### config.mk
export PLATFORM = sky130hd
export DESIGN_NAME = lsc_top
export DESIGN_NICKNAME = d
export VERILOG_FILES = /design/src/verilog/lsc_pkg.sv /design/src/verilog/lsc_lane_if.sv /design/src/verilog/lsc_lane_gate.sv /design/src/verilog/lsc_top.sv
export VERILOG_INCLUDE_DIRS = /design/src /design/src/verilog
export SDC_FILE = /design/constraint.sdc
export NUM_CORES = 1
export LEC_CHECK = 0
export BUFFER_PORTS_ARGS = -buffer_cell sky130_fd_sc_hd__buf_2
export CORE_AREA = 3 3 280 282
export DETAILED_ROUTE_END_ITERATION = 8
export DIE_AREA = 0 0 283 285
export PLACE_DENSITY = 0.47
export SKIP_LAST_GASP = 1
export SLEW_MARGIN = 20
export SYNTH_ARGS = -nofsm -noshare
export SYNTH_HDL_FRONTEND = slang
export SYNTH_SLANG_ARGS = --single-unit
### constraint.sdc
create_clock -name SYS_CLK -period 2.7 [get_ports SYS_CLK]
set_clock_uncertainty 0.15 [all_clocks]
set_input_delay 0.135 -clock SYS_CLK [delete_from_list [all_inputs] [get_ports SYS_CLK]]
set_output_delay 0.135 -clock SYS_CLK [all_outputs]
set_load 0.05 [all_outputs]
### src/verilog/lsc_regs.svh
`ifndef LSC_REGS_SVH
`define LSC_REGS_SVH
// lane count and field widths
`define LSC_LANES 8
`define LSC_CODE_W 4
`define LSC_SEL_W 2
`define LSC_EQV_W 8
// number of store/recall buffers
`define LSC_NBUF 3
// fixed input equalization: last dB code
`define LSC_TXEQ_MAX 4'hC
// emphasis: last dB code, first custom code
`define LSC_EMPH_MAX 4'h7
`define LSC_EMPH_CUST 4'hB
// amplitude: last range code, custom code
`define LSC_AMP_MAX 4'h3
`define LSC_AMP_CUST 4'hF
// module flag vector bit positions
`define LSC_MF_STATE 0
`define LSC_MF_TEMP 1
`define LSC_MF_VCC 2
`define LSC_MF_TEC_CUR 3
`define LSC_MF_TEC_TEMP 4
`define LSC_MF_LAS_TEMP2 5
`define LSC_MF_LAS_TEMP3 6
`define LSC_MF_AUX_VOLT 7
`define LSC_MF_VENDOR 8
`define LSC_MF_W 9
// lane flag vector bit positions
`define LSC_LF_PSC 0
`define LSC_LF_TXFAULT 1
`define LSC_LF_TXLOS 2
`define LSC_LF_TXLOL 3
`define LSC_LF_EQFAULT 4
`define LSC_LF_HI_AW 5
`define LSC_LF_LO_AW 6
`define LSC_LF_RXLOS 7
`define LSC_LF_RXLOL 8
`define LSC_LF_W 9
// flags allowed in any path state / only in path_active
`define LSC_LF_ANY_MASK 9'h0A3
`define LSC_LF_ACT_MASK 9'h14C
`endif

### src/verilog/lsc_pkg.sv
package lsc_pkg;
    // module state, coded as advertised
    typedef enum logic [2:0] {
        MOD_RESET = 3'h0,
        MOD_LOW_POWER = 3'h1,
        MOD_POWERING_UP = 3'h2,
        MOD_READY_A = 3'h3,
        MOD_POWERING_DOWN = 3'h4,
        MOD_FAULT = 3'h5,
        MOD_MGMT_SETUP = 3'h6
    } lsc_mod_t;
    // data path state, gray along off-start-active-stop
    typedef enum logic [1:0] {
        DP_OFF = 2'h0,
        DP_STARTING = 2'h1,
        DP_ACTIVE = 2'h3,
        DP_STOPPING = 2'h2
    } lsc_dp_t;
    // equalizer seeding action for one lane
    typedef enum logic [1:0] {
        EQ_ADAPT = 2'h0,
        EQ_FROZEN = 2'h1,
        EQ_FIXED = 2'h3
    } lsc_eqm_t;
endpackage

### src/verilog/lsc_lane_if.sv
`timescale 1ns/1ps
`include "lsc_regs.svh"
// per-lane state handed from the top to the flag gate
interface lsc_lane_if;
    lsc_pkg::lsc_mod_t mod_state; // module state
    lsc_pkg::lsc_dp_t dp_state [`LSC_LANES]; // path state per lane
    logic start_max_zero; // path_start_max_time encoding is zero
    logic stop_max_zero; // path_stop_max_time encoding is zero
    logic [`LSC_LF_W-1:0] lane_raw [`LSC_LANES]; // raw lane conditions
    logic [`LSC_LF_W-1:0] lane_ok [`LSC_LANES]; // gated lane set strobes
    modport top (output mod_state, dp_state, start_max_zero, stop_max_zero, lane_raw,
                 input lane_ok);
    modport gate (input mod_state, dp_state, start_max_zero, stop_max_zero, lane_raw,
                  output lane_ok);
endinterface

### src/verilog/lsc_lane_gate.sv
`timescale 1ns/1ps
`include "lsc_regs.svh"
// per-lane flag permission, evaluated in the detection cycle
module lsc_lane_gate (
    input wire logic SYS_CLK,
    input wire logic RESETN,
    lsc_lane_if.gate lif
);
    lsc_pkg::lsc_dp_t prev_q [`LSC_LANES]; // path state one cycle ago

    // lanes silent while module is in reset or management setup
    function automatic logic mod_blocks(input lsc_pkg::lsc_mod_t m);
        mod_blocks = (m == lsc_pkg::MOD_RESET) || (m == lsc_pkg::MOD_MGMT_SETUP);
    endfunction

    // remember previous path state to see transitions
    always_ff @(posedge SYS_CLK) begin
        for (int i = 0; i < `LSC_LANES; i++) begin
            if (!RESETN) begin
                prev_q[i] <= lsc_pkg::DP_OFF;
            end else begin
                prev_q[i] <= lif.dp_state[i];
            end
        end
    end

    // mask raw conditions by current states, nothing latched for later
    always_comb begin
        for (int i = 0; i < `LSC_LANES; i++) begin
            logic [`LSC_LF_W-1:0] allow;
            logic psc_ok;
            psc_ok = 1'b0;
            allow = `LSC_LF_ANY_MASK;
            if (lif.dp_state[i] == lsc_pkg::DP_ACTIVE) begin
                allow = allow | `LSC_LF_ACT_MASK;
            end
            if (lif.dp_state[i] == lsc_pkg::DP_ACTIVE ||
                lif.dp_state[i] == lsc_pkg::DP_STARTING) begin
                allow[`LSC_LF_EQFAULT] = 1'b1;
            end
            // state change only on start->active or stop->off
            psc_ok = (prev_q[i] == lsc_pkg::DP_STARTING &&
                      lif.dp_state[i] == lsc_pkg::DP_ACTIVE && !lif.start_max_zero) ||
                     (prev_q[i] == lsc_pkg::DP_STOPPING &&
                      lif.dp_state[i] == lsc_pkg::DP_OFF && !lif.stop_max_zero);
            allow[`LSC_LF_PSC] = psc_ok;
            if (mod_blocks(lif.mod_state)) begin
                allow = '0;
            end
            lif.lane_ok[i] = lif.lane_raw[i] & allow;
        end
    end
endmodule

### src/verilog/lsc_top.sv
`timescale 1ns/1ps
`include "lsc_regs.svh"
module lsc_top (
    input wire logic SYS_CLK,
    input wire logic RESETN,
    // module and path states
    input wire lsc_pkg::lsc_mod_t MOD_STATE,
    input wire lsc_pkg::lsc_dp_t DP_STATE [`LSC_LANES],
    input wire logic [3:0] PATH_START_MAX_TIME,
    input wire logic [3:0] PATH_STOP_MAX_TIME,
    // vendor feature in low power
    input wire logic VENDOR_LOW_POWER_FEATURE,

    // per-lane controls from the active set
    input wire logic [`LSC_LANES-1:0] ADAPT_EN,
    input wire logic [`LSC_LANES-1:0] ADAPT_FREEZE,
    input wire logic [`LSC_CODE_W-1:0] TX_EQ_CODE [`LSC_LANES],
    input wire logic [`LSC_CODE_W-1:0] RX_EMPH_CODE [`LSC_LANES],
    input wire logic [`LSC_CODE_W-1:0] RX_AMP_CODE [`LSC_LANES],

    // store control write strobe and code
    input wire logic STORE_WR,
    input wire logic [`LSC_SEL_W-1:0] STORE_CODE [`LSC_LANES],

    // staged recall write, selecting staged set 0 or 1
    input wire logic RECALL_WR,
    input wire logic RECALL_SET,
    input wire logic [`LSC_SEL_W-1:0] RECALL_WDATA [`LSC_LANES],

    // apply controls for one staged set
    input wire logic APPLY_SET,
    input wire logic [`LSC_LANES-1:0] APPLY_WITH_REINIT,
    input wire logic [`LSC_LANES-1:0] APPLY_IMMEDIATE,

    // latest adapted equalizer value per lane
    input wire logic [`LSC_EQV_W-1:0] ADAPTED_EQ [`LSC_LANES],

    // raw flag conditions
    input wire logic [`LSC_MF_W-1:0] MOD_FLAG_RAW,
    input wire logic [`LSC_LF_W-1:0] LANE_FLAG_RAW [`LSC_LANES],

    // outputs
    output logic [`LSC_SEL_W-1:0] STORE_RDATA [`LSC_LANES],
    output logic [`LSC_SEL_W-1:0] STAGED_RECALL [2][`LSC_LANES],
    output logic [`LSC_SEL_W-1:0] ACTIVE_RECALL [`LSC_LANES],
    output logic [`LSC_LANES-1:0] REINIT_REQ,
    output logic [`LSC_LANES-1:0] LOAD_EQ,
    output logic [`LSC_EQV_W-1:0] LOAD_EQ_VALUE [`LSC_LANES],
    output lsc_pkg::lsc_eqm_t EQ_MODE [`LSC_LANES],
    output logic [`LSC_CODE_W-1:0] FIXED_EQ_DB [`LSC_LANES],
    output logic [`LSC_LANES-1:0] FIXED_EQ_CUSTOM,
    output logic [2:0] EMPH_POST_STEPS [`LSC_LANES],
    output logic [2:0] EMPH_PRE_HALF_STEPS [`LSC_LANES],
    output logic [`LSC_LANES-1:0] EMPH_CUSTOM,
    output logic [`LSC_LANES-1:0] EMPH_RESERVED,
    output logic [1:0] AMP_RANGE [`LSC_LANES],
    output logic [`LSC_LANES-1:0] AMP_CUSTOM,
    output logic [`LSC_LANES-1:0] AMP_RESERVED,
    output logic [`LSC_MF_W-1:0] MOD_FLAG_SET,
    output logic [`LSC_LF_W-1:0] LANE_FLAG_SET [`LSC_LANES]
);
    // store/recall buffers, one word per lane each
    logic [`LSC_EQV_W-1:0] buf_q [`LSC_NBUF][`LSC_LANES];
    logic [`LSC_SEL_W-1:0] staged_q [2][`LSC_LANES]; // staged recall codes
    logic [`LSC_SEL_W-1:0] active_q [`LSC_LANES]; // applied recall codes
    logic [`LSC_LANES-1:0] reinit_q; // reinit request pulse
    logic [`LSC_LANES-1:0] load_q; // equalizer load pulse
    logic [`LSC_EQV_W-1:0] loadv_q [`LSC_LANES]; // value to load
    lsc_pkg::lsc_mod_t mod_q; // module state, registered

    // states to the lane gate, gated flags back
    lsc_lane_if lif ();

    // code 0 means nothing to store or recall; else buffer index plus one
    function automatic logic sel_valid(input logic [`LSC_SEL_W-1:0] c);
        // beyond count: ignored
        sel_valid = (c != 2'h0) && ({30'h0, c} <= `LSC_NBUF);
    endfunction

    // buffer store on a store write, gated by adaptive enable
    // unpowered path: dropped
    always_ff @(posedge SYS_CLK) begin
        for (int l = 0; l < `LSC_LANES; l++) begin
            for (int b = 0; b < `LSC_NBUF; b++) begin
                if (!RESETN) begin
                    // buffers start empty
                    buf_q[b][l] <= 8'h00;
                end else if (STORE_WR && ADAPT_EN[l] &&
                             DP_STATE[l] != lsc_pkg::DP_OFF &&
                             sel_valid(STORE_CODE[l]) &&
                             STORE_CODE[l] == 2'(b + 1)) begin
                    // adapting goes on
                    buf_q[b][l] <= ADAPTED_EQ[l];
                end
            end
        end
    end

    // store control never reads back
    always_comb begin
        for (int l = 0; l < `LSC_LANES; l++) begin
            // write-only field
            STORE_RDATA[l] = 2'h0;
        end
    end

    // staged recall codes held per set and lane
    always_ff @(posedge SYS_CLK) begin
        for (int s = 0; s < 2; s++) begin
            for (int l = 0; l < `LSC_LANES; l++) begin
                if (!RESETN) begin
                    // no recall staged
                    staged_q[s][l] <= 2'h0;
                end else if (RECALL_WR && RECALL_SET == 1'(s)) begin
                    // all lanes written
                    staged_q[s][l] <= RECALL_WDATA[l];
                end
            end
        end
    end

    // apply copies staged code into active; reinit wins over immediate
    // no-buffer code: copy, no load
    always_ff @(posedge SYS_CLK) begin
        for (int l = 0; l < `LSC_LANES; l++) begin
            if (!RESETN) begin
                // nothing applied yet
                active_q[l] <= 2'h0;
                reinit_q[l] <= 1'b0;
                load_q[l] <= 1'b0;
                loadv_q[l] <= 8'h00;
            end else begin

                // pulses last one cycle
                reinit_q[l] <= APPLY_WITH_REINIT[l];
                load_q[l] <= 1'b0;

                if (APPLY_WITH_REINIT[l] || APPLY_IMMEDIATE[l]) begin
                    // explicit control bit plays no part
                    active_q[l] <= staged_q[APPLY_SET][l];
                    if (ADAPT_EN[l] && sel_valid(staged_q[APPLY_SET][l])) begin
                        // buffer k-1
                        load_q[l] <= 1'b1;
                        loadv_q[l] <= buf_q[2'(staged_q[APPLY_SET][l] - 2'h1)][l];
                    end
                end
            end
        end
    end

    // registered module state for flag gating
    always_ff @(posedge SYS_CLK) begin
        if (!RESETN) begin
            // blocks every flag
            mod_q <= lsc_pkg::MOD_RESET;
        end else begin
            // state at the last edge
            mod_q <= MOD_STATE;
        end
    end

    // equalizer mode and code decode per lane
    always_comb begin
        for (int l = 0; l < `LSC_LANES; l++) begin
            // adaptive on: adapt (seed or continue) unless frozen
            if (!ADAPT_EN[l]) begin
                // fixed code drives eq
                EQ_MODE[l] = lsc_pkg::EQ_FIXED;
            end else if (ADAPT_FREEZE[l]) begin
                // value held as is
                EQ_MODE[l] = lsc_pkg::EQ_FROZEN;
            end else begin
                // adapting, maybe seeded
                EQ_MODE[l] = lsc_pkg::EQ_ADAPT;
            end

            // fixed eq ignored while adaptive enabled
            FIXED_EQ_DB[l] = 4'h0;
            FIXED_EQ_CUSTOM[l] = 1'b0;
            if (!ADAPT_EN[l]) begin
                if (TX_EQ_CODE[l] <= `LSC_TXEQ_MAX) begin
                    // code is the dB value
                    FIXED_EQ_DB[l] = TX_EQ_CODE[l];
                end else begin
                    // codes 13-15
                    FIXED_EQ_CUSTOM[l] = 1'b1;
                end
            end

            // emphasis: post steps 1 dB, pre steps 0.5 dB
            EMPH_POST_STEPS[l] = 3'h0;
            EMPH_PRE_HALF_STEPS[l] = 3'h0;
            EMPH_CUSTOM[l] = RX_EMPH_CODE[l] >= `LSC_EMPH_CUST;
            EMPH_RESERVED[l] = RX_EMPH_CODE[l] > `LSC_EMPH_MAX &&
                               RX_EMPH_CODE[l] < `LSC_EMPH_CUST;
            if (RX_EMPH_CODE[l] <= `LSC_EMPH_MAX) begin
                // both cursors follow code
                EMPH_POST_STEPS[l] = RX_EMPH_CODE[l][2:0];
                EMPH_PRE_HALF_STEPS[l] = RX_EMPH_CODE[l][2:0];
            end

            // amplitude: four ranges, custom top code
            AMP_RANGE[l] = RX_AMP_CODE[l][1:0];
            AMP_CUSTOM[l] = RX_AMP_CODE[l] == `LSC_AMP_CUST;
            AMP_RESERVED[l] = RX_AMP_CODE[l] > `LSC_AMP_MAX &&
                              RX_AMP_CODE[l] != `LSC_AMP_CUST;
            if (RX_AMP_CODE[l] > `LSC_AMP_MAX) begin
                // reserved or custom
                AMP_RANGE[l] = 2'h0;
            end
        end
    end

    // module flag gating against registered module state
    // blocked: lost, not kept
    always_comb begin
        logic [`LSC_MF_W-1:0] allow;
        allow = '1;
        case (mod_q)
            lsc_pkg::MOD_LOW_POWER,
            lsc_pkg::MOD_FAULT: begin
                // aux tec, laser flags
                allow[`LSC_MF_TEC_CUR] = 1'b0;
                allow[`LSC_MF_TEC_TEMP] = 1'b0;
                allow[`LSC_MF_LAS_TEMP2] = 1'b0;
                allow[`LSC_MF_LAS_TEMP3] = 1'b0;
                if (mod_q == lsc_pkg::MOD_FAULT) begin
                    // kept in fault
                    allow[`LSC_MF_VENDOR] = 1'b1;
                end else begin
                    // only if feature stays
                    allow[`LSC_MF_VENDOR] = VENDOR_LOW_POWER_FEATURE;
                end
            end
            lsc_pkg::MOD_POWERING_UP,
            lsc_pkg::MOD_POWERING_DOWN,
            lsc_pkg::MOD_READY_A: begin
                // every flag allowed
                allow = '1;
            end
            default: begin
                // reset, setup, unknown
                allow = '0;
            end
        endcase

        // raw pulses pass or drop
        MOD_FLAG_SET = MOD_FLAG_RAW & allow;
    end

    // lane flag gate
    always_comb begin
        // registered module state
        lif.mod_state = mod_q;
        lif.start_max_zero = PATH_START_MAX_TIME == 4'h0;
        lif.stop_max_zero = PATH_STOP_MAX_TIME == 4'h0;
        for (int l = 0; l < `LSC_LANES; l++) begin
            lif.dp_state[l] = DP_STATE[l];
            lif.lane_raw[l] = LANE_FLAG_RAW[l];
            // gated flags out
            LANE_FLAG_SET[l] = lif.lane_ok[l];
        end
    end

    // per-lane permission
    lsc_lane_gate u_gate (
        .SYS_CLK(SYS_CLK),
        .RESETN(RESETN),
        .lif(lif)
    );

    // registers to ports
    assign STAGED_RECALL = staged_q;
    assign ACTIVE_RECALL = active_q;
    assign REINIT_REQ = reinit_q;
    assign LOAD_EQ = load_q;
    assign LOAD_EQ_VALUE = loadv_q;
endmodule

; ---- Word-level counts from Yosys, hierarchy flattened
; Memories as Yosys holds them, arrays and structs flattened. A register that Yosys moved wholly into a read port is not among the register bits.
; Cells that the tools add are included.
[totals]
out_inout_bits = 377
memories = 2
elab_cells = 619
reg_bits = 67
mem_bits_rw = 208
[mem_list]
columns = name, depth, word_bits, read_ports, rd_ports_with_merged_regs, wr, line
row1 = buf_q, 3, 64, 8, 8, 3, lsc_top.sv:63  ; logic [`LSC_EQV_W-1:0] buf_q [`LSC_NBUF][`LSC_LANES];
row2 = u_gate.prev_q, 8, 2, 8, 0, 8, lsc_lane_gate.sv:9  ; lsc_pkg::lsc_dp_t prev_q [`LSC_LANES];
[op_classes]
bitwise = 43
eq_ne = 78
muxes = 210
n_reduce_logical = 195
magnitude_cmp = 49
addsub = 8
[ops]
columns = cell, count
row1 = 2-to-1 mux 8 bit, 24
row2 = 2-to-1 mux 9 bit, 16
row3 = 2-to-1 mux 1 bit, 116
row4 = logical AND 1 bit, 106
row5 = bitwise AND 9 bit, 9
row6 = 2-to-1 mux 4 bit, 17
row7 = "equality test 2 bit, second input constant", 32
row8 = "equality test 2 x 1 -> 1 bit, second input constant", 24
row9 = 2-to-1 mux 16 bit, 3
row10 = 2-to-1 mux 2 bit, 24
row11 = nonzero test 2 bit, 24
row12 = "equality test 4 bit, second input constant", 8
row13 = "greater-or-equal comparator 4 bit, second input constant", 8
row14 = "greater-than comparator 4 x 2 -> 1 bit, second input constant", 8
row15 = "greater-than comparator 4 x 3 -> 1 bit, second input constant", 8
row16 = "less-or-equal comparator 4 x 3 -> 1 bit, second input constant", 8
row17 = "less-or-equal comparator 4 bit, second input constant", 8
row18 = "< comparator 4 bit, second input constant", 8
row19 = "!= test 4 bit, second input constant", 8
row20 = bitwise OR 1 bit, 32
row21 = AND reduction 2 bit, 16
row22 = 2-to-1 mux 3 bit, 9
row23 = logical OR 1 bit, 25
row24 = logical NOT 2 bit, 8
row25 = other kinds (14), 34

; ---- Logic depth before layout (Yosys ltp)
; Gate-level depths: netlist (run 1).
[logic_depth]
ltp_word = 8
mapped_depth = 9

; ---- Modules after synthesis
; Synthesis (run 1) repeated with hierarchy kept, for this count alone.
[hier_totals]
hier_cells = 1572
area_unflattened_um2 = 16223.1
[by_module_without_submodules]
columns = mod, cells_each, n_inst, area_each_um2
row1 = lsc_top, 1416, 1, 15025.7
row2 = lsc_lane_gate, 156, 1, 1197.4

; ---- Worst setup path before layout (run 1)
; OpenSTA, ideal clock, no wires.
[synth_path]
path_kind = register to register
from = register staged_q, in the netlist STAGED_RECALL[0]
to = register loadv_q, in the netlist LOAD_EQ_VALUE[0] (read register of buf_q)
stages_incl_launch_ff = 8
setup_slack_ps = 521
t_required_ps = 2466
path_buffers = 2
arrival_ps = 1944
cell_sequence = dfxtp_1 > mux2i_1 > buf_2 > ha_1 > and2b_1 > buf_4 > nand4_1 > o221ai_1
[synth_between]
elab_chain_len = 6
elab_cells_between_ends = 7
cone_classes = add/sub: 1 / mux: 3 / reduce/logical: 3
[synth_rtl]
columns = element, line
row1 = "start, declared", lsc_top.sv:64  ; logic [`LSC_SEL_W-1:0] staged_q [2][`LSC_LANES];
row2 = "start signal, assigned by index", lsc_top.sv:116  ; staged_q[s][l] <= RECALL_WDATA[l];
row3 = 2-to-1 mux 16 bit (implied by the code) (*) (3 in a row), "lsc_top.sv:141, lsc_top.sv:144"
row4 = nonzero test 2 bit, lsc_top.sv:77  ; sel_valid = (c != 2'h0) && ({30'h0, c} <= `LSC_NBUF);
row5 = logical AND 1 bit, lsc_top.sv:141  ; if (ADAPT_EN[l] && sel_valid(staged_q[APPLY_SET][l])) begin
row6 = AND reduction 2 bit (no line), n/a
row7 = "end, declared", lsc_top.sv:68  ; logic [`LSC_EQV_W-1:0] loadv_q [`LSC_LANES];
; Every way passes the cells marked *; elsewhere a longest branch is shown, timed or not. The select of a mux whose other input is x is not followed.
; A chain may end at the register's enable or synchronous reset.

==> qor.yml, run 1 <==
initial_core_util_pct: 21.0
insertion_delay_ns: 0.54
die_height_um: 285
outcome: "finished clean"
grt_pass1_vias: 15300
drive_above_1_share_pct: 34.0
p_sw_share_pct: 29.2
fin_crit_sh_pct: 91.4
hold_path_class: "in2reg"
nets: 2722
finalCriticalPeriod_ns: 2.47
synth-seq-cells: 339
synth_area_mm2: 0.0160
placed_area_mm2: 0.0205
finalSetupTns_ns: 0
fp.dieW_um: 283
grt_busiest_layer: "met2"
place.detailed.hpwl_um: 49500
die_area_mm2: 0.0807
fillers: 7982
critPathMaxFanout: 43
clkSinkCount: 339
clkPwrFrac_pct: 40.5
vias: 14800
maxCapViolations: 0
viasPerCell: 4.31
critPathArrivalTime_ns: 2.18
power.leakage_nw: 10.8
avgSynthCellArea_um2: 10.2
drt_iter0_markers: 763
rsz0062_at_grt: "false"
final.setup.worst_slack_ns: 0.233
drcViolationCount: 0
core_mm2: 0.0759
ys_seq_area_share_pct: 54.6
placementRows: 101
worst_slew_pin_slew_ns: 0.983
ir_drop_mv: 0.334
cp-end-kind: "output pin"
synth_cells: 1569
start_kind: "flip-flop"
multi_input_area_mm2: 0.00633
slew_headroom_pct: 34.4
syn_to_final_growth_pct: 46.0
cts_buffer_depth: 3
grt_use_met2_pct: 26.3
critical_path_required_ns: 2.41
post_cts_buffers: 0
grtUsageMet1_pct: 16.4
gr-total-overflow: 0
synth_warnings: 0
ios: 716
post-place-ws_ns: 0.294
p_switching_mw: 4.21
gp_congestion: 0.973
cts_tree: "done"
cts_made_buffers: 42
synth-edff-count: 192
ys.flop_type: "edfxtp_1"
cts_root_buffer: "clkbuf_16"
grt_pass1_wl_um: 91600
seq_power_share_pct: 40.8
ant_nets: 0
clkTransAtPathRegs_ns: 0.05
max_freq_mhz: 405
finalSetupViolations: 0
htreeDepth: 2
wl_per_cell_um: 18.1
synthArstFlopShare_pct: 0
design_area_mm2: 0.0233
intPower_mw: 10.2
seqCellArea_mm2: 0.00871
use_met3_pct: 3.36
synth_cell_types: 42
report.final.slew_viol_count: 0
powerDensity_mw_per_mm2: 617
antenna_found_initial: 4
port-buffer-count: 699
grt_start_max_net_pins: 48
critPathKind: "reg2out"
finalHoldViolCount: 0
p_comb_share_pct: 18.7
drt_wl_total_um: 62300
firstDrtPassIters: 5
gr-usage-all-layers_pct: 14.7
-- placed cells by master, fill, tap and decap left out, types with 5 or more instances in the layout --
cell | synthesis | final
nand4_2 | 5 | 5
buf_4 | 49 | 38
dfxtp_1 | 147 | 147
dlygate4sd3_1 | 0 | 138
o2111ai_1 | 6 | 6
mux2i_1 | 81 | 77
and3_1 | 72 | 72
o22ai_1 | 8 | 8
a21oi_1 | 18 | 18
conb_1 | 1 | 16
and2_1 | 104 | 104
nor2b_1 | 56 | 55
nor2_1 | 210 | 210
a21boi_0 | 30 | 30
nand2_1 | 177 | 177
clkbuf_16 | 0 | 45
ha_1 | 8 | 8
nand4_1 | 67 | 67
nand4b_1 | 8 | 8
o211a_1 | 18 | 18
or4b_1 | 8 | 8
edfxtp_1 | 192 | 192
nand2b_1 | 15 | 15
and4_1 | 8 | 8
clkbuf_1 | 48 | 12
bufinv_16 | 0 | 5
o21ai_0 | 16 | 16
or2_1 | 9 | 9
o221ai_1 | 64 | 64
buf_2 | 21 | 698
nor3b_1 | 8 | 8
o2111a_1 | 6 | 6
inv_1 | 72 | 72
-- per-layer routing --
metal	share of wire, %	vias to the layer above
met5	0.040	-
met4	4.3	6
met3	6.3	123
met2	50	544
met1	39	7047
li1	-	7110
-- power by group through the flow --
| stage | Sequential, mW | Combinational, mW | Clock (mW) |
|---|---|---|---|
| 2_1_floorplan | 6.22 | 1.43 | 0 |
| 3_3_place_gp | 5.98 | 2.53 | 0 |
| 3_5_place_dp | 5.98 | 2.55 | 0 |
| 4_1_cts | 5.87 | 2.71 | 6.02 |
| 5_1_grt | 5.89 | 2.86 | 6.22 |
| 6_report | 5.87 | 2.69 | 5.83 |
-- synth_stat cells, types with 5 or more instances --
master,count,area (um2)
buf_4,49,368
mux2i_1,81,811
a21boi_0,30,225
nand4_1,67,419
ha_1,8,100
nor3b_1,8,60.1
nand4_2,5,62.6
o221ai_1,64,561
edfxtp_1,192,5770
nor2b_1,56,350
and2_1,104,651
or2_1,9,56.3
a21oi_1,18,90.1
nand4b_1,8,70.1
buf_1,10,37.5
dfxtp_1,147,2940
nand2_1,177,664
nand2b_1,15,93.8
o211a_1,18,180
nor2_1,210,788
o21ai_0,16,80.1
o22ai_1,8,50.1
o2111ai_1,6,52.6
buf_2,21,105
and4_1,8,70.1
clkbuf_1,48,180
and3_1,72,450
inv_1,72,270
o2111a_1,6,67.6
or4b_1,8,80.1
-- what timing repair did --
item                                    in CTS  in global routing
hold buffers                               138                  0
endpoints found under the hold margin      259                  0
endpoints found under the setup margin       0                 34
gates resized for setup                      0                  1
-- flip-flops by register name, summed over array words and instances, names as in the netlist --
register and cells:
buf_q 192, REINIT_REQ 8, lif.mod_state 3, ACTIVE_RECALL 16, LOAD_EQ 8, LOAD_EQ_VALUE 64
STAGED_RECALL 32, u_gate.prev_q 16
-- final cells by class --
| cell class | count | share of cell area (%) |
|---|---|---|
| tap | 1030 | 5.53 |
| multi-input combinational | 1041 | 27.2 |
| timing repair buffer | 879 | 22.5 |
| clock inverter | 15 | 0.903 |
| sequential | 339 | 37.4 |
| clock buffer | 61 | 5.27 |
| antenna | 1 | 0.0107 |
| inverter | 72 | 1.16 |
-- per-stage QoR --
stage / utilization [%] / hold slack, ns / instances / power, mW
final: 30.7 / 0.0575 / 3438 / 14.4
after global routing: 30.7 / 0.0411 / 3438 / 15.0
after CTS: 30.7 / 0.00362 / 3437 / 14.6
after detailed placement: 26.9 / 0.194 / 3223 / 8.53
after global placement: 26.9 / 0.197 / 3223 / 8.50
after floorplan: - / 0.107 / 1584 / 7.64
-- final timing paths --
check | from | endpoint | slack [ns] | depth (start not counted)
worst max-delay path | lif.mod_state[2]$_SDFF_PN0_ | LANE_FLAG_SET[71] | 0.23 | 5
worst min-delay path | STORE_CODE[2] | buf_q[1][9]$_SDFFCE_PN0P_ | 0.06 | 5
worst max register to register | STAGED_RECALL[28]$_SDFFE_PN0P_ | LOAD_EQ_VALUE[55]$_SDFFE_PN0P_ | 0.56 | 5
worst min register to register | STAGED_RECALL[0]$_SDFFE_PN0P_ | STAGED_RECALL[0]$_SDFFE_PN0P_ | 0.32 | 2
-- kinds of logic (layout without fill, tap and decap cells) --
logic type | Yosys count | after routing | share of synthesized area [%]
compound gates | 177 | 177 | 8.83
simple gates | 759 | 759 | 24.5
fa+ha+maj | 8 | 8 | 0.627
mux | 81 | 81 | 5.08
buf+inv | 204 | 1027 | 6.36
other cells | 1 | 17 | 0.0235
flops | 339 | 339 | 54.6
-- worst max-delay path: stages, from the launching register on --
cell and delay (ns):
dfxtp_1 0.41, or2_1 0.17, a21o_4 0.30, buf_12 0.23, and3_1 0.22, buf_2 0.27
Power figures use the tool's default switching activity.
==> run 2: changes to the inputs <==
--- a/config.mk
+++ b/config.mk
@@ -10,6 +10,7 @@
 export CORE_AREA = 3 3 280 282
 export DETAILED_ROUTE_END_ITERATION = 8
 export DIE_AREA = 0 0 283 285
+export HOLD_SLACK_MARGIN = 0.12
 export PLACE_DENSITY = 0.47
 export SKIP_LAST_GASP = 1
 export SLEW_MARGIN = 20
==> constraint.sdc (replaced) <==
create_clock -name SYS_CLK -period 2.7 [get_ports SYS_CLK]
set_clock_uncertainty 0.15 [all_clocks]
set_input_delay 0.27 -clock SYS_CLK [delete_from_list [all_inputs] [get_ports SYS_CLK]]
set_output_delay 0.27 -clock SYS_CLK [all_outputs]
set_load 0.05 [all_outputs]
==> run 2 against run 1 <==
Net effect: utilization down 0.31 points; final area down 1.0%; hold slack better by 0.069 ns; cell count down 0.41%; clock power down 7.4%; largest cell class unchanged.
==> qor.yml, run 2 (synthesis results as in run 1) <==
gp_congestion: 0.958
viasPerCell: 4.27
cts_root_buffer: "clkbuf_16"
syn_to_final_growth_pct: 44.5
start_kind: "primary input"
drive_above_1_share_pct: 34.4
finalCriticalPeriod_ns: 2.59
hold_path_class: "in2reg"
fin_crit_sh_pct: 95.8
final.setup.worst_slack_ns: 0.114
drt_wl_total_um: 62300
finalSetupViolations: 0
cts_tree: "done"
die_height_um: 285
rsz0062_at_grt: "false"
core_mm2: 0.0759
clkTransAtPathRegs_ns: 0.06
initial_core_util_pct: 21.0
ant_nets: 0
htreeDepth: 2
critPathArrivalTime_ns: 2.17
top_layer_used: "met5"
post-place-ws_ns: 0.122
ios: 716
route.met3.wl_um: 4250
place.detailed.hpwl_um: 49200
power.leakage_nw: 10.7
m1WireLength_um: 24600
worst_slew_pin_slew_ns: 0.894
grt_start_max_net_pins: 50
layout_commonest_cell: "buf_2"
cp-end-kind: "output pin"
largest_register_ffs: 192
vias: 14600
finalHoldViolCount: 0
wl_per_cell_um: 18.2
fp.dieW_um: 283
die_area_mm2: 0.0807
powerDensity_mw_per_mm2: 605
insertion_delay_ns: 0.54
port-buffer-count: 699
gr-usage-all-layers_pct: 14.7
antenna_found_initial: 5
drcViolationCount: 0
clkSinkCount: 339
grt_pass1_wl_um: 92200
post_cts_buffers: 0
placementRows: 101
max_freq_mhz: 387
maxCapViolations: 0
critPathKind: "in2out"
nets: 2709
placed_area_mm2: 0.0204
design_area_mm2: 0.0231
drt_iter0_markers: 796
firstDrtPassIters: 5
ir_drop_mv: 0.313
routed-wl-met2_um: 31600
finalSetupTns_ns: 0
grt_pass1_vias: 15300
slew_headroom_pct: 40.2
final_cell_mix: "698 x buf_2, 210 x nor2_1, 192 x edfxtp_1, 177 x nand2_1, 147 x dfxtp_1"
cts_made_buffers: 40
gr-total-overflow: 0
fin_util_pct: 30.4
critical_path_required_ns: 2.28
outcome: "finished clean"
regMostFlops: "buf_q"
cts_buffer_depth: 3
critPathMaxFanout: 6
report.final.slew_viol_count: 0
run 2: changes by cell type in the layout (fill, tap and decap cells not counted), sizes merged, moves of 2 or more:
cell and change:
clkinvlp +2, clkbuf -12, dlygate4sd3 -9, buf -2, bufinv -2, inv -2
clkinv +10
run 2: final cells by class:
cell class / count / area (um2)
Fill cell: 8013 / 52900
Sequential cell: 339 / 8710
Multi-Input combinational cell: 1041 / 6340
Timing Repair Buffer: 868 / 5140
Tap cell: 1030 / 1290
Clock buffer: 49 / 1100
Inverter: 72 / 270
Clock inverter: 23 / 208
Antenna cell: 2 / 5.00
run 2: critical path: stages:
cell and delay [ns]:
dlygate4sd3_1 0.53, buf_2 0.21, or4b_1 0.54, o22ai_2 0.17, and3_1 0.18, buf_2 0.25
run 2: report_power, final:
group	switching (mW)	total [mW]	leakage, nW	internal (mW)
sequential	0.129	5.87	3.05	5.74
combinational	1.88	2.67	6.97	0.793
clock	2.22	5.40	0.639	3.18
run 2: path summary, 6_finish.rpt:
path	startpoint	end	slack [ns]	cells past startpoint
setup reg to reg	STAGED_RECALL[24]$_SDFFE_PN0P_	LOAD_EQ_VALUE[37]$_SDFFE_PN0P_	0.54	5
setup / recovery	DP_STATE[15]	LANE_FLAG_SET[63]	0.11	6
hold reg to reg	STAGED_RECALL[0]$_SDFFE_PN0P_	STAGED_RECALL[0]$_SDFFE_PN0P_	0.33	2
hold / removal	RECALL_WR	STAGED_RECALL[27]$_SDFFE_PN0P_	0.13	4
run 2: per-stage QoR:
step / hold slack, ns / cells / power (mW)
global route: 0.156 / 3424 / 14.5
global placement: 0.309 / 3221 / 8.50
floorplan: 0.242 / 1584 / 7.64
finish: 0.126 / 3424 / 13.9
detailed placement: 0.320 / 3221 / 8.52
CTS: 0.121 / 3422 / 14.2
run 2: what timing repair did:
item / in CTS / in global routing
setup endpoints to repair: 0 / 23
hold endpoints to repair: 255 / 0
gates resized for setup: 0 / 4
hold buffers: 129 / 0
run 2: routing by layer:
layer / track usage, % / up-vias
met5: 0 / -
met4: 5.15 / 2
met3: 3.42 / 105
met2: 26.8 / 522
met1: 16.9 / 6900
li1: - / 7077
